--- src/hdl/asp_map.svh ---
// Register offsets, field positions and reset values of the auto serial port
`ifndef ASP_MAP_SVH
`define ASP_MAP_SVH
// Byte offsets
`define ASP_OFF_MODE 8'h00
`define ASP_OFF_STAT 8'h04
`define ASP_OFF_SHIFT 8'h08
`define ASP_OFF_XCTL 8'h0C
`define ASP_OFF_ENDP 8'h10
`define ASP_OFF_DIV 8'h14
// Address bit that selects the buffer window 0x80..0xFC
`define ASP_BUF_BIT 7
// Mode register width, fields follow asp_mode_s
`define ASP_MODE_W 7
// Transfer control fields
`define ASP_XCTL_START 0
`define ASP_XCTL_STOP 1
// Status fields
`define ASP_ST_ACTIVE 0
`define ASP_ST_ERR 1
`define ASP_ST_ERRE 2
`define ASP_ST_STBE 3
`define ASP_ST_BSYE 4
`define ASP_ST_BSYLV 5
`define ASP_ST_CAUSE 8
`define ASP_ST_PTR 16
// Reset values
`define ASP_MODE_RST 7'h00
`define ASP_HS_RST 4'h0
`define ASP_DIV_RST 8'h03
`define ASP_ENDP_RST 5'h1F
// Bus responses
`define ASP_RESP_OK 2'b00
`define ASP_RESP_ERR 2'b10
`endif

--- src/hdl/asp_pkg.sv ---
// Types shared by the auto serial port
package asp_pkg;
  typedef struct packed {
    logic master;
    logic repeat_select;
    logic auto_mode_enable;
    logic receive_enable;
    logic transmit_enable;
    logic bit_order_select;
    logic port_run_enable;
  } asp_mode_s;
  typedef struct packed {
    logic busy_level;
    logic busy_en;
    logic strobe_en;
    logic bit_error_detect_enable;
  } asp_hs_s;
  typedef enum logic [2:0] {
    ST_IDLE = 3'b000,
    ST_WAIT = 3'b001,
    ST_SHIFT = 3'b010,
    ST_STROBE = 3'b011,
    ST_NEXT = 3'b100
  } asp_state_e;
  typedef enum logic [1:0] {
    CAUSE_NONE = 2'b00,
    CAUSE_DONE = 2'b01,
    CAUSE_STOP = 2'b10,
    CAUSE_ERR = 2'b11
  } asp_cause_e;
  typedef enum logic [2:0] {
    SEL_MODE = 3'b000,
    SEL_STAT = 3'b001,
    SEL_SHIFT = 3'b010,
    SEL_XCTL = 3'b011,
    SEL_ENDP = 3'b100,
    SEL_DIV = 3'b101,
    SEL_BUF = 3'b110,
    SEL_NONE = 3'b111
  } asp_sel_e;
endpackage

--- src/hdl/asp_auto_serial_port.sv ---
// Three-wire serial port with one-byte and automatic buffer modes
// Operation
// Exchange bytes over clock, data in and data out lines.
// Master mode drives a strobe and honours a busy input.
// Transmit only: shift out, never capture input data.
// Receive only: capture input data, output held idle.
// Both enabled: shift out and capture in the same byte.
// Automatic bit clear selects one-byte mode, one byte per start.
// Automatic bit set moves a range of bytes via the buffer.
// Repeat clear: transfer the range once, then stop.
// Repeat set: repeat the range until stopped.
// One-byte mode: writing the shift register starts transfer.
// With both enables, that write also starts reception.
// Receive only: software writes dummy data to start each byte.
// Writing one to the start bit launches automatic transfer.
// Completion event after the whole buffer range is moved.
// Stop request finishes the byte, suspends, raises the event.
// Bit error with detection on raises event after the byte.
// Bit error event depends on the detect enable bit.
// Transfer flag reads one while a transfer runs.
// Transfer flag reads zero while idle.
// Run bit starts and stops; order bit selects LSB first.
// Eight bits per byte; buffer holds 32 bytes.
// One-byte mode raises completion at end of the byte.
`include "asp_map.svh"
`timescale 1ns/10ps
`default_nettype none
module asp_auto_serial_port #(
  parameter int BUF_DEPTH = 32,
  parameter int PTR_W = 5
) (
  input wire logic aclk,
  input wire logic aresetn,
  input wire logic ce,
  input wire logic [7:0] s_axi_awaddr,
  input wire logic s_axi_awvalid,
  output logic s_axi_awready,
  input wire logic [31:0] s_axi_wdata,
  input wire logic [3:0] s_axi_wstrb,
  input wire logic s_axi_wvalid,
  output logic s_axi_wready,
  output logic [1:0] s_axi_bresp,
  output logic s_axi_bvalid,
  input wire logic s_axi_bready,
  input wire logic [7:0] s_axi_araddr,
  input wire logic s_axi_arvalid,
  output logic s_axi_arready,
  output logic [31:0] s_axi_rdata,
  output logic [1:0] s_axi_rresp,
  output logic s_axi_rvalid,
  input wire logic s_axi_rready,
  input wire logic serial_clock_pin_in,
  output logic serial_clock_pin_out,
  output logic serial_clock_pin_oe,
  input wire logic serial_in_pin,
  output logic serial_out_pin,
  output logic strobe_out_pin,
  input wire logic peer_busy_in_pin,
  output logic xfer_done_pulse,
  output asp_pkg::asp_cause_e xfer_cause
);
  import asp_pkg::*;

  ////////////////////////////////////////////////////////////////////
  // Helpers

  // Address decode, shared by read and write paths
  function automatic asp_sel_e asp_decode(input logic [7:0] a);
    asp_decode = SEL_NONE;
    if (a[`ASP_BUF_BIT]) begin
      asp_decode = SEL_BUF;
    end else begin
      case (a)
        `ASP_OFF_MODE: asp_decode = SEL_MODE;
        `ASP_OFF_STAT: asp_decode = SEL_STAT;
        `ASP_OFF_SHIFT: asp_decode = SEL_SHIFT;
        `ASP_OFF_XCTL: asp_decode = SEL_XCTL;
        `ASP_OFF_ENDP: asp_decode = SEL_ENDP;
        `ASP_OFF_DIV: asp_decode = SEL_DIV;
        default: asp_decode = SEL_NONE;
      endcase
    end
  endfunction

  // Bit presented on the data line for the chosen order
  function automatic logic asp_out_bit(input logic [7:0] v, input logic lsb);
    asp_out_bit = lsb ? v[0] : v[7];
  endfunction

  // Shift one bit in at the end opposite the output end
  function automatic logic [7:0] asp_shift(input logic [7:0] v, input logic b, input logic lsb);
    asp_shift = lsb ? {b, v[7:1]} : {v[6:0], b};
  endfunction

  ////////////////////////////////////////////////////////////////////
  // Declarations

  logic [2:0] sck_sync_reg;
  logic [1:0] si_sync_reg;
  logic [1:0] busy_sync_reg;
  logic aw_have_reg, aw_have_next;
  logic [7:0] awaddr_reg, awaddr_next;
  logic w_have_reg, w_have_next;
  logic [31:0] wdata_reg, wdata_next;
  logic wstrb_reg, wstrb_next;
  logic bvalid_reg, bvalid_next;
  logic [1:0] bresp_reg, bresp_next;
  logic rvalid_reg, rvalid_next;
  logic [31:0] rdata_reg, rdata_next;
  logic [1:0] rresp_reg, rresp_next;
  asp_mode_s mode_reg, mode_next;
  asp_hs_s hs_reg, hs_next;
  logic err_reg, err_next;
  logic [7:0] div_reg, div_next;
  logic [PTR_W-1:0] endp_reg, endp_next;
  logic [7:0] buf_reg [BUF_DEPTH];
  logic [7:0] buf_next [BUF_DEPTH];
  asp_state_e st_reg, st_next;
  logic [2:0] bit_reg, bit_next;
  logic [7:0] tx_reg, tx_next;
  logic [7:0] rx_reg, rx_next;
  logic [7:0] rxd_reg, rxd_next;
  logic [7:0] cnt_reg, cnt_next;
  logic sck_reg, sck_next;
  logic so_reg, so_next;
  logic stb_reg, stb_next;
  logic [PTR_W-1:0] ptr_reg, ptr_next;
  logic stop_reg, stop_next;
  logic done_reg, done_next;
  asp_cause_e cause_reg, cause_next;
  asp_sel_e wsel;
  logic wr_fire, wr_ok, one_start, auto_start, stop_wr;
  logic tick, rise, fall, busy_ok, edge_seen;
  logic eng_we;
  logic [7:0] eng_wd;
  logic [PTR_W-1:0] ptr_inc;

  ////////////////////////////////////////////////////////////////////
  // Pin synchronisers, two flops before any logic looks at a pin

  always_ff @(posedge aclk) begin
    if (!aresetn) begin
      sck_sync_reg <= 3'b111;
      si_sync_reg <= 2'b11;
      busy_sync_reg <= 2'b00;
    end else if (ce) begin
      sck_sync_reg <= {sck_sync_reg[1:0], serial_clock_pin_in};
      si_sync_reg <= {si_sync_reg[0], serial_in_pin};
      busy_sync_reg <= {busy_sync_reg[0], peer_busy_in_pin};
    end
  end

  ////////////////////////////////////////////////////////////////////
  // Bus slave: one write and one read outstanding

  // Ready is gated by the clock enable so nothing is taken while frozen
  assign s_axi_awready = ce & ~aw_have_reg;
  assign s_axi_wready = ce & ~w_have_reg;
  assign s_axi_arready = ce & ~rvalid_reg;
  assign s_axi_bvalid = bvalid_reg;
  assign s_axi_bresp = bresp_reg;
  assign s_axi_rvalid = rvalid_reg;
  assign s_axi_rdata = rdata_reg;
  assign s_axi_rresp = rresp_reg;
  assign wsel = asp_decode(awaddr_reg);
  assign wr_fire = aw_have_reg & w_have_reg & ~bvalid_reg;
  // Only lane 0 carries fields; other lanes alone change nothing
  assign wr_ok = wr_fire & wstrb_reg;

  // Address and data taken in either order, answered after both
  always_comb begin
    aw_have_next = aw_have_reg;
    awaddr_next = awaddr_reg;
    w_have_next = w_have_reg;
    wdata_next = wdata_reg;
    wstrb_next = wstrb_reg;
    bvalid_next = bvalid_reg;
    bresp_next = bresp_reg;
    rvalid_next = rvalid_reg;
    rdata_next = rdata_reg;
    rresp_next = rresp_reg;
    if (s_axi_awvalid && s_axi_awready) begin
      aw_have_next = 1'b1;
      awaddr_next = s_axi_awaddr;
    end
    if (s_axi_wvalid && s_axi_wready) begin
      w_have_next = 1'b1;
      wdata_next = s_axi_wdata;
      wstrb_next = s_axi_wstrb[0];
    end
    if (bvalid_reg && s_axi_bready) begin
      bvalid_next = 1'b0;
    end
    if (wr_fire) begin
      aw_have_next = 1'b0;
      w_have_next = 1'b0;
      bvalid_next = 1'b1;
      bresp_next = (wsel == SEL_NONE) ? `ASP_RESP_ERR : `ASP_RESP_OK;
    end
    if (rvalid_reg && s_axi_rready) begin
      rvalid_next = 1'b0;
    end
    if (s_axi_arvalid && s_axi_arready) begin
      rvalid_next = 1'b1;
      rdata_next = '0;
      rresp_next = `ASP_RESP_OK;
      case (asp_decode(s_axi_araddr))
        SEL_MODE: rdata_next[`ASP_MODE_W-1:0] = mode_reg;
        SEL_STAT: begin
          // active flag reads one while running
          // and zero when idle
          rdata_next[`ASP_ST_ACTIVE] = (st_reg != ST_IDLE);
          rdata_next[`ASP_ST_ERR] = err_reg;
          rdata_next[`ASP_ST_ERRE] = hs_reg.bit_error_detect_enable;
          rdata_next[`ASP_ST_STBE] = hs_reg.strobe_en;
          rdata_next[`ASP_ST_BSYE] = hs_reg.busy_en;
          rdata_next[`ASP_ST_BSYLV] = hs_reg.busy_level;
          rdata_next[`ASP_ST_CAUSE+:2] = cause_reg;
          rdata_next[`ASP_ST_PTR+:PTR_W] = ptr_reg;
        end
        SEL_SHIFT: rdata_next[7:0] = rxd_reg;
        SEL_XCTL: rdata_next[`ASP_XCTL_STOP] = stop_reg;
        SEL_ENDP: rdata_next[PTR_W-1:0] = endp_reg;
        SEL_DIV: rdata_next[7:0] = div_reg;
        SEL_BUF: rdata_next[7:0] = buf_reg[s_axi_araddr[PTR_W+1:2]];
        default: rresp_next = `ASP_RESP_ERR;
      endcase
    end
  end

  always_ff @(posedge aclk) begin
    if (!aresetn) begin
      aw_have_reg <= 1'b0;
      awaddr_reg <= 8'h00;
      w_have_reg <= 1'b0;
      wdata_reg <= 32'h0000_0000;
      wstrb_reg <= 1'b0;
      bvalid_reg <= 1'b0;
      bresp_reg <= `ASP_RESP_OK;
      rvalid_reg <= 1'b0;
      rdata_reg <= 32'h0000_0000;
      rresp_reg <= `ASP_RESP_OK;
    end else if (ce) begin
      aw_have_reg <= aw_have_next;
      awaddr_reg <= awaddr_next;
      w_have_reg <= w_have_next;
      wdata_reg <= wdata_next;
      wstrb_reg <= wstrb_next;
      bvalid_reg <= bvalid_next;
      bresp_reg <= bresp_next;
      rvalid_reg <= rvalid_next;
      rdata_reg <= rdata_next;
      rresp_reg <= rresp_next;
    end
  end

  ////////////////////////////////////////////////////////////////////
  // Configuration, error flag and buffer

  // slave-mode clock edges are seen through the synchroniser
  assign edge_seen = sck_sync_reg[1] ^ sck_sync_reg[2];

  always_comb begin
    mode_next = mode_reg;
    hs_next = hs_reg;
    div_next = div_reg;
    endp_next = endp_reg;
    buf_next = buf_reg;
    err_next = err_reg;
    if (wr_ok) begin
      case (wsel)
        SEL_MODE: mode_next = wdata_reg[`ASP_MODE_W-1:0];
        SEL_STAT: begin
          hs_next.bit_error_detect_enable = wdata_reg[`ASP_ST_ERRE];
          hs_next.strobe_en = wdata_reg[`ASP_ST_STBE];
          hs_next.busy_en = wdata_reg[`ASP_ST_BSYE];
          hs_next.busy_level = wdata_reg[`ASP_ST_BSYLV];
          // Write one clears the error flag
          if (wdata_reg[`ASP_ST_ERR]) begin
            err_next = 1'b0;
          end
        end
        SEL_ENDP: endp_next = wdata_reg[PTR_W-1:0];
        SEL_DIV: div_next = wdata_reg[7:0];
        SEL_BUF: buf_next[awaddr_reg[PTR_W+1:2]] = wdata_reg[7:0];
        default: ;
      endcase
    end
    // a slave clock edge outside a byte is a bit shift error
    if (mode_reg.port_run_enable && !mode_reg.master && edge_seen && st_reg != ST_SHIFT) begin
      err_next = 1'b1;
    end
    // received bytes land in the buffer, winning over a bus write
    if (eng_we) begin
      buf_next[ptr_reg] = eng_wd;
    end
  end

  always_ff @(posedge aclk) begin
    if (!aresetn) begin
      mode_reg <= `ASP_MODE_RST;
      hs_reg <= `ASP_HS_RST;
      div_reg <= `ASP_DIV_RST;
      endp_reg <= `ASP_ENDP_RST;
      err_reg <= 1'b0;
    end else if (ce) begin
      mode_reg <= mode_next;
      hs_reg <= hs_next;
      div_reg <= div_next;
      endp_reg <= endp_next;
      err_reg <= err_next;
    end
  end

  // Buffer is data only and needs no reset
  always_ff @(posedge aclk) begin
    if (ce) begin
      buf_reg <= buf_next;
    end
  end

  ////////////////////////////////////////////////////////////////////
  // Transfer engine

  // shift register write starts a byte
  // the same write starts reception when both are enabled
  // only in one-byte mode and only from idle
  assign one_start = wr_ok && wsel == SEL_SHIFT && mode_reg.port_run_enable && !mode_reg.auto_mode_enable &&
                     st_reg == ST_IDLE && (mode_reg.transmit_enable || mode_reg.receive_enable);
  // start bit launches the automatic range
  assign auto_start = wr_ok && wsel == SEL_XCTL && wdata_reg[`ASP_XCTL_START] && mode_reg.port_run_enable &&
                      mode_reg.auto_mode_enable && st_reg == ST_IDLE;
  assign stop_wr = wr_ok && wsel == SEL_XCTL && wdata_reg[`ASP_XCTL_STOP] && st_reg != ST_IDLE;
  assign tick = (cnt_reg == div_reg);
  assign rise = mode_reg.master ? (tick & ~sck_reg) : (sck_sync_reg[1] & ~sck_sync_reg[2]);
  assign fall = mode_reg.master ? (tick & sck_reg) : (~sck_sync_reg[1] & sck_sync_reg[2]);
  // peer holds off the next byte while busy is at its active level
  assign busy_ok = ~(hs_reg.busy_en & (busy_sync_reg[1] == hs_reg.busy_level));
  assign ptr_inc = ptr_reg + PTR_W'(1);

  always_comb begin
    st_next = st_reg;
    bit_next = bit_reg;
    tx_next = tx_reg;
    rx_next = rx_reg;
    rxd_next = rxd_reg;
    cnt_next = cnt_reg;
    sck_next = sck_reg;
    ptr_next = ptr_reg;
    done_next = 1'b0;
    cause_next = cause_reg;
    eng_we = 1'b0;
    eng_wd = rx_reg;
    case (st_reg)
      ST_IDLE: begin
        if (one_start || auto_start) begin
          // in receive only the written value is a dummy
          tx_next = one_start ? wdata_reg[7:0] : buf_reg[0];
          ptr_next = '0;
          st_next = ST_WAIT;
        end
      end
      ST_WAIT: begin
        if (!mode_reg.master || busy_ok) begin
          st_next = ST_SHIFT;
          bit_next = 3'd0;
          cnt_next = 8'h00;
          sck_next = 1'b1;
        end
      end
      ST_SHIFT: begin
        if (mode_reg.master) begin
          cnt_next = tick ? 8'h00 : cnt_reg + 8'h01;
          sck_next = tick ? ~sck_reg : sck_reg;
        end
        // sample on the rising edge, eight per byte
        if (rise) begin
          bit_next = bit_reg + 3'd1;
          // capture only with receive enabled
          if (mode_reg.receive_enable) begin
            rx_next = asp_shift(rx_reg, si_sync_reg[1], mode_reg.bit_order_select);
          end
          // byte ends at the eighth edge
          if (bit_reg == 3'd7) begin
            cnt_next = 8'h00;
            st_next = (mode_reg.master && hs_reg.strobe_en) ? ST_STROBE : ST_NEXT;
            if (mode_reg.receive_enable) begin
              rxd_next = rx_next;
              eng_wd = rx_next;
              eng_we = mode_reg.auto_mode_enable;
            end
          end
        end
        // advance the output in the selected bit order
        if (fall && bit_reg != 3'd0) begin
          tx_next = asp_shift(tx_reg, 1'b0, mode_reg.bit_order_select);
        end
      end
      ST_STROBE: begin
        // strobe stands one clock half period
        cnt_next = cnt_reg + 8'h01;
        if (tick) begin
          st_next = ST_NEXT;
        end
      end
      ST_NEXT: begin
        st_next = ST_IDLE;
        done_next = 1'b1;
        cause_next = CAUSE_DONE;
        // error only counts with detection enabled
        if (err_reg && hs_reg.bit_error_detect_enable) begin
          // raised now that the byte has finished
          cause_next = CAUSE_ERR;
        end else if (!mode_reg.auto_mode_enable) begin
          // one-byte completion
          cause_next = CAUSE_DONE;
        end else if (stop_reg) begin
          // suspended after the current byte
          cause_next = CAUSE_STOP;
        end else if (ptr_reg == endp_reg) begin
          // repeat restarts the range
          if (mode_reg.repeat_select) begin
            done_next = 1'b0;
            ptr_next = '0;
            tx_next = buf_reg[0];
            st_next = ST_WAIT;
          end
          // otherwise R14: range complete
        end else begin
          // next byte of the range without software help
          done_next = 1'b0;
          ptr_next = ptr_inc;
          tx_next = buf_reg[ptr_inc];
          st_next = ST_WAIT;
        end
      end
      default: st_next = ST_IDLE;
    endcase
    // clearing the run bit stops at once
    if (!mode_reg.port_run_enable) begin
      st_next = ST_IDLE;
      sck_next = 1'b1;
    end
  end

  // Stop request lives until the engine goes idle; going idle wins over a new request
  assign stop_next = (stop_reg | stop_wr) & (st_next != ST_IDLE);
  // receive only keeps the data line idle high
  // with transmit enabled the line carries data while receiving
  assign so_next = (st_reg == ST_SHIFT && st_next != ST_SHIFT) ? so_reg :
                   (st_next == ST_SHIFT && mode_reg.transmit_enable) ?
                   asp_out_bit(tx_next, mode_reg.bit_order_select) : 1'b1;
  assign stb_next = (st_next == ST_STROBE);

  always_ff @(posedge aclk) begin
    if (!aresetn) begin
      st_reg <= ST_IDLE;
      bit_reg <= 3'd0;
      tx_reg <= 8'h00;
      rx_reg <= 8'h00;
      rxd_reg <= 8'h00;
      cnt_reg <= 8'h00;
      sck_reg <= 1'b1;
      so_reg <= 1'b1;
      stb_reg <= 1'b0;
      ptr_reg <= '0;
      stop_reg <= 1'b0;
      done_reg <= 1'b0;
      cause_reg <= CAUSE_NONE;
    end else if (ce) begin
      st_reg <= st_next;
      bit_reg <= bit_next;
      tx_reg <= tx_next;
      rx_reg <= rx_next;
      rxd_reg <= rxd_next;
      cnt_reg <= cnt_next;
      sck_reg <= sck_next;
      so_reg <= so_next;
      stb_reg <= stb_next;
      ptr_reg <= ptr_next;
      stop_reg <= stop_next;
      done_reg <= done_next;
      cause_reg <= cause_next;
    end
  end

  ////////////////////////////////////////////////////////////////////
  // Pins and events

  // Master drives the clock pin; a slave only listens to it
  assign serial_clock_pin_out = sck_reg;
  assign serial_clock_pin_oe = mode_reg.master & mode_reg.port_run_enable;
  assign serial_out_pin = so_reg;
  assign strobe_out_pin = stb_reg;
  assign xfer_done_pulse = done_reg;
  assign xfer_cause = cause_reg;
endmodule
`default_nettype wire

--- config.mk ---
export PLATFORM = sky130hd
export DESIGN_NAME = asp_auto_serial_port
export DESIGN_NICKNAME = d
export VERILOG_FILES = /design/src/hdl/asp_pkg.sv /design/src/hdl/asp_auto_serial_port.sv
export VERILOG_INCLUDE_DIRS = /design/src /design/src/hdl
export SDC_FILE = /design/constraint.sdc
export NUM_CORES = 1
export LEC_CHECK = 0
export BUFFER_PORTS_ARGS = -buffer_cell sky130_fd_sc_hd__clkbuf_2
export CORE_ASPECT_RATIO = 0.8
export CORE_MARGIN = 5
export CORE_UTILIZATION = 60
export CTS_CLUSTER_DIAMETER = 200
export DETAILED_ROUTE_END_ITERATION = 16
export HOLD_SLACK_MARGIN = 0.05
export PLACE_DENSITY = 0.82
export SLEW_MARGIN = 10
export SYNTH_ARGS = -nofsm -noshare
export SYNTH_HDL_FRONTEND = slang
export SYNTH_SLANG_ARGS = --single-unit
export TNS_END_PERCENT = 50
--- constraint.sdc ---
create_clock -name aclk -period 9.95 [get_ports aclk]
set_clock_uncertainty 0.1 [all_clocks]
set_input_delay 0.995 -clock aclk [delete_from_list [all_inputs] [get_ports aclk]]
set_output_delay 0.995 -clock aclk [all_outputs]
set_load 0.1 [all_outputs]
==> metrics.txt <==
status=completed; post-route clock period utilization=0.493; starting density of the core=0.606; Max-slew headroom=0.127; synth unique cells=80; H-tree levels=2; CP Class=reg -> reg; RSZ-0062 raised after global routing=no; CP arrival=5250 ps; DRT iter0 DRCs=2664; CTS tree=built; final setup vio count=0; # port buffers=64; maxcap violations=0; die height=191 um; DRC=0; DR vias=18500; ANT cells=0; mean post-synth cell area=12.2 um^2; io pins=111; cell area after synthesis=24600 um^2; GRT Overall Usage=0.324; Die Span X=237 um; Fin. Hold Viols=0; layout cells sized above 1=0.192; Final #Nets=2062; Yosys warning total=0; number of buffers created by CTS=40; DR WL/cell=29.5 um; maximum vdd drop=120 uV; most frequent CP cell=o2111ai_1; area of the die=45200 um^2; CP max-delay cell=ha_4; crit path launch type=register; post-CTS sizing=0; leakage power=10.1 nW; DR vias/cell=7.20; DRT Wirelength=75.6 mm; setup tns final=0 ps; synthesis-to-finish area growth=8.05%; PD cells=142 nW/um^2; fin area=26600 um^2; fmax=204 MHz; initial antenna violation count=3; CP Capture Type=register; critical path's largest stage delay=860 ps; vias in the first global route=17500; GPL Wtd Cong=0.959; fin util=0.655; total grt overflow=0; placed wire-length estimate=48.9 mm; CTS Buffer Depth=3; Worst Hold Class=reg -> reg; Synth Flop Type=edfxtp_1; total power draw=3.78 mW; drt first pass iters=5; Root Driver=clkbuf_16; synthesized flop and latch total=376; Worst Path Required=10300 ps; antenna-violating nets left=0; Cell Area, Placed=25200 um^2; clock-pin slew on the worst setup and hold paths=60 ps; post-synthesis sequential area ratio=0.409; CTS sink count=376; asr flop ratio synth=0; Max Slew Vio Count=0; hold buffers post-CTS=0; EDFF count, synth=256; Core Region=40600 um^2; pin count of the biggest net entering global routing=80; max FFs per register=256; Post-Syn Instances=2027; pin slew with the least headroom to its limit=1280 ps; fin crit period=4900 ps; post-CTS setup buffers=0; worst path cell trace=inv_1 -> ha_4 -> buf_4 -> mux4_2 -> mux2_2 -> nand2_1 -> o2111ai_1 -> a211oi_1 -> o2111ai_1 -> o32a_1; first-pass GRT wire length=113 mm; Clk Latency, worst-skew pair=560 ps; filler cell count=2989; hold slack=356 ps; crit-path max FO=43; # rows=66
==> layer usage <==
metal | up-vias | routed length [um] | track usage
met2 | 1371 | 32100 | 0.466
met4 | 2 | 2450 | 0.0914
met5 | - | 13 | 0
met3 | 178 | 10900 | 0.0962
li1 | 7720 | - | -
met1 | 9189 | 30100 | 0.482
==> final timing paths <==
check / from / slack [ps] / cells past startpoint / end
worst max-delay path: ptr_reg[0] / 5050 / 10 / serial_out_pin
worst min-delay path: wstrb_reg / 360 / 2 / wstrb_reg
worst max register to register: ptr_reg[0] / 5050 / 10 / serial_out_pin
worst min register to register: wstrb_reg / 360 / 2 / wstrb_reg
==> power breakdown <==
part	switching [mW]	total, mW	internal [mW]	leakage, nW
sequential	0.0543	1.80	1.75	3.48
clock	0.659	1.59	0.929	0.683
combinational	0.245	0.388	0.143	5.94
==> layout by cell type (no fill, tap or decap), types with 8 or more instances in the layout <==
master     instances
clkbuf_2          61
nor3_1            19
clkbuf_1          11
mux4_2           139
a221oi_1           9
mux2i_4            8
nor3_2            10
clkbuf_16         44
xor2_1            10
buf_4             34
conb_1            19
a22oi_1           16
nand3b_1          15
mux2i_1          605
clkbuf_8           9
mux2_2            18
nand3_1           35
nor2_1           113
a21oi_1           71
nand2_1          107
nor2b_1            9
o21ai_0           32
a21o_1            10
nand2b_1           8
and3_1            15
nor3b_1           13
a31oi_1           22
dfxtp_1          119
edfxtp_1         256
xnor2_1            8
inv_1             19
nor2_2            15
ha_1               9
==> worst max-delay path: cells and delay by family, from the launching register on <==
| family | cells | cell delay, ps |
|---|---|---|
| simple gates | 1 | 100 |
| buf+inv | 2 | 1160 |
| mux | 2 | 970 |
| fa+ha+maj | 1 | 860 |
| compound gates | 4 | 850 |
| flops | 1 | 680 |
==> cell usage after synthesis (16+ instances only) <==
cell type | count | area (um^2)
mux4_2 | 139 | 3130
inv_1 | 20 | 75.1
buf_4 | 20 | 150
nand3_1 | 35 | 175
mux2_2 | 18 | 203
nor2_1 | 113 | 424
dfxtp_1 | 120 | 2400
o21ai_0 | 32 | 160
clkbuf_1 | 105 | 394
mux2i_1 | 613 | 6140
nor3_1 | 19 | 95.1
edfxtp_1 | 256 | 7690
buf_1 | 23 | 86.3
a21oi_1 | 71 | 355
nand2_1 | 107 | 402
buf_2 | 43 | 215
a31oi_1 | 22 | 138
a22oi_1 | 16 | 120
==> area by class of cell <==
class | instances | area [um^2] | area share
clock inverters | 10 | 115 | 0.00432
inverters | 21 | 78.8 | 0.00296
clock buffers | 64 | 1270 | 0.0476
multi-input cells | 1453 | 13800 | 0.518
well taps | 544 | 681 | 0.0256
flip-flops and latches | 376 | 10100 | 0.379
repair buffers | 97 | 603 | 0.0227
==> cells by family after synthesis <==
kind of cell,Yosys count,share of synthesized area
buffers and inverters,216,0.0391
AOI/OAI and AO/OA,205,0.0537
DFF,376,0.409
adders and majority gates,10,0.00508
muxes,775,0.390
xor gates and xnor gates,20,0.00741
and+or+nand+nor,424,0.0955
other,1,0.000152
==> per-stage QoR <==
stage,worst slack (ps),instances
after floorplan,6330,2045
after global placement,5150,2490
after detailed placement,5210,2490
after CTS,5160,2564
after global routing,4850,2565
final,5050,2565
Note: power is estimated with default switching activity, not from simulation.
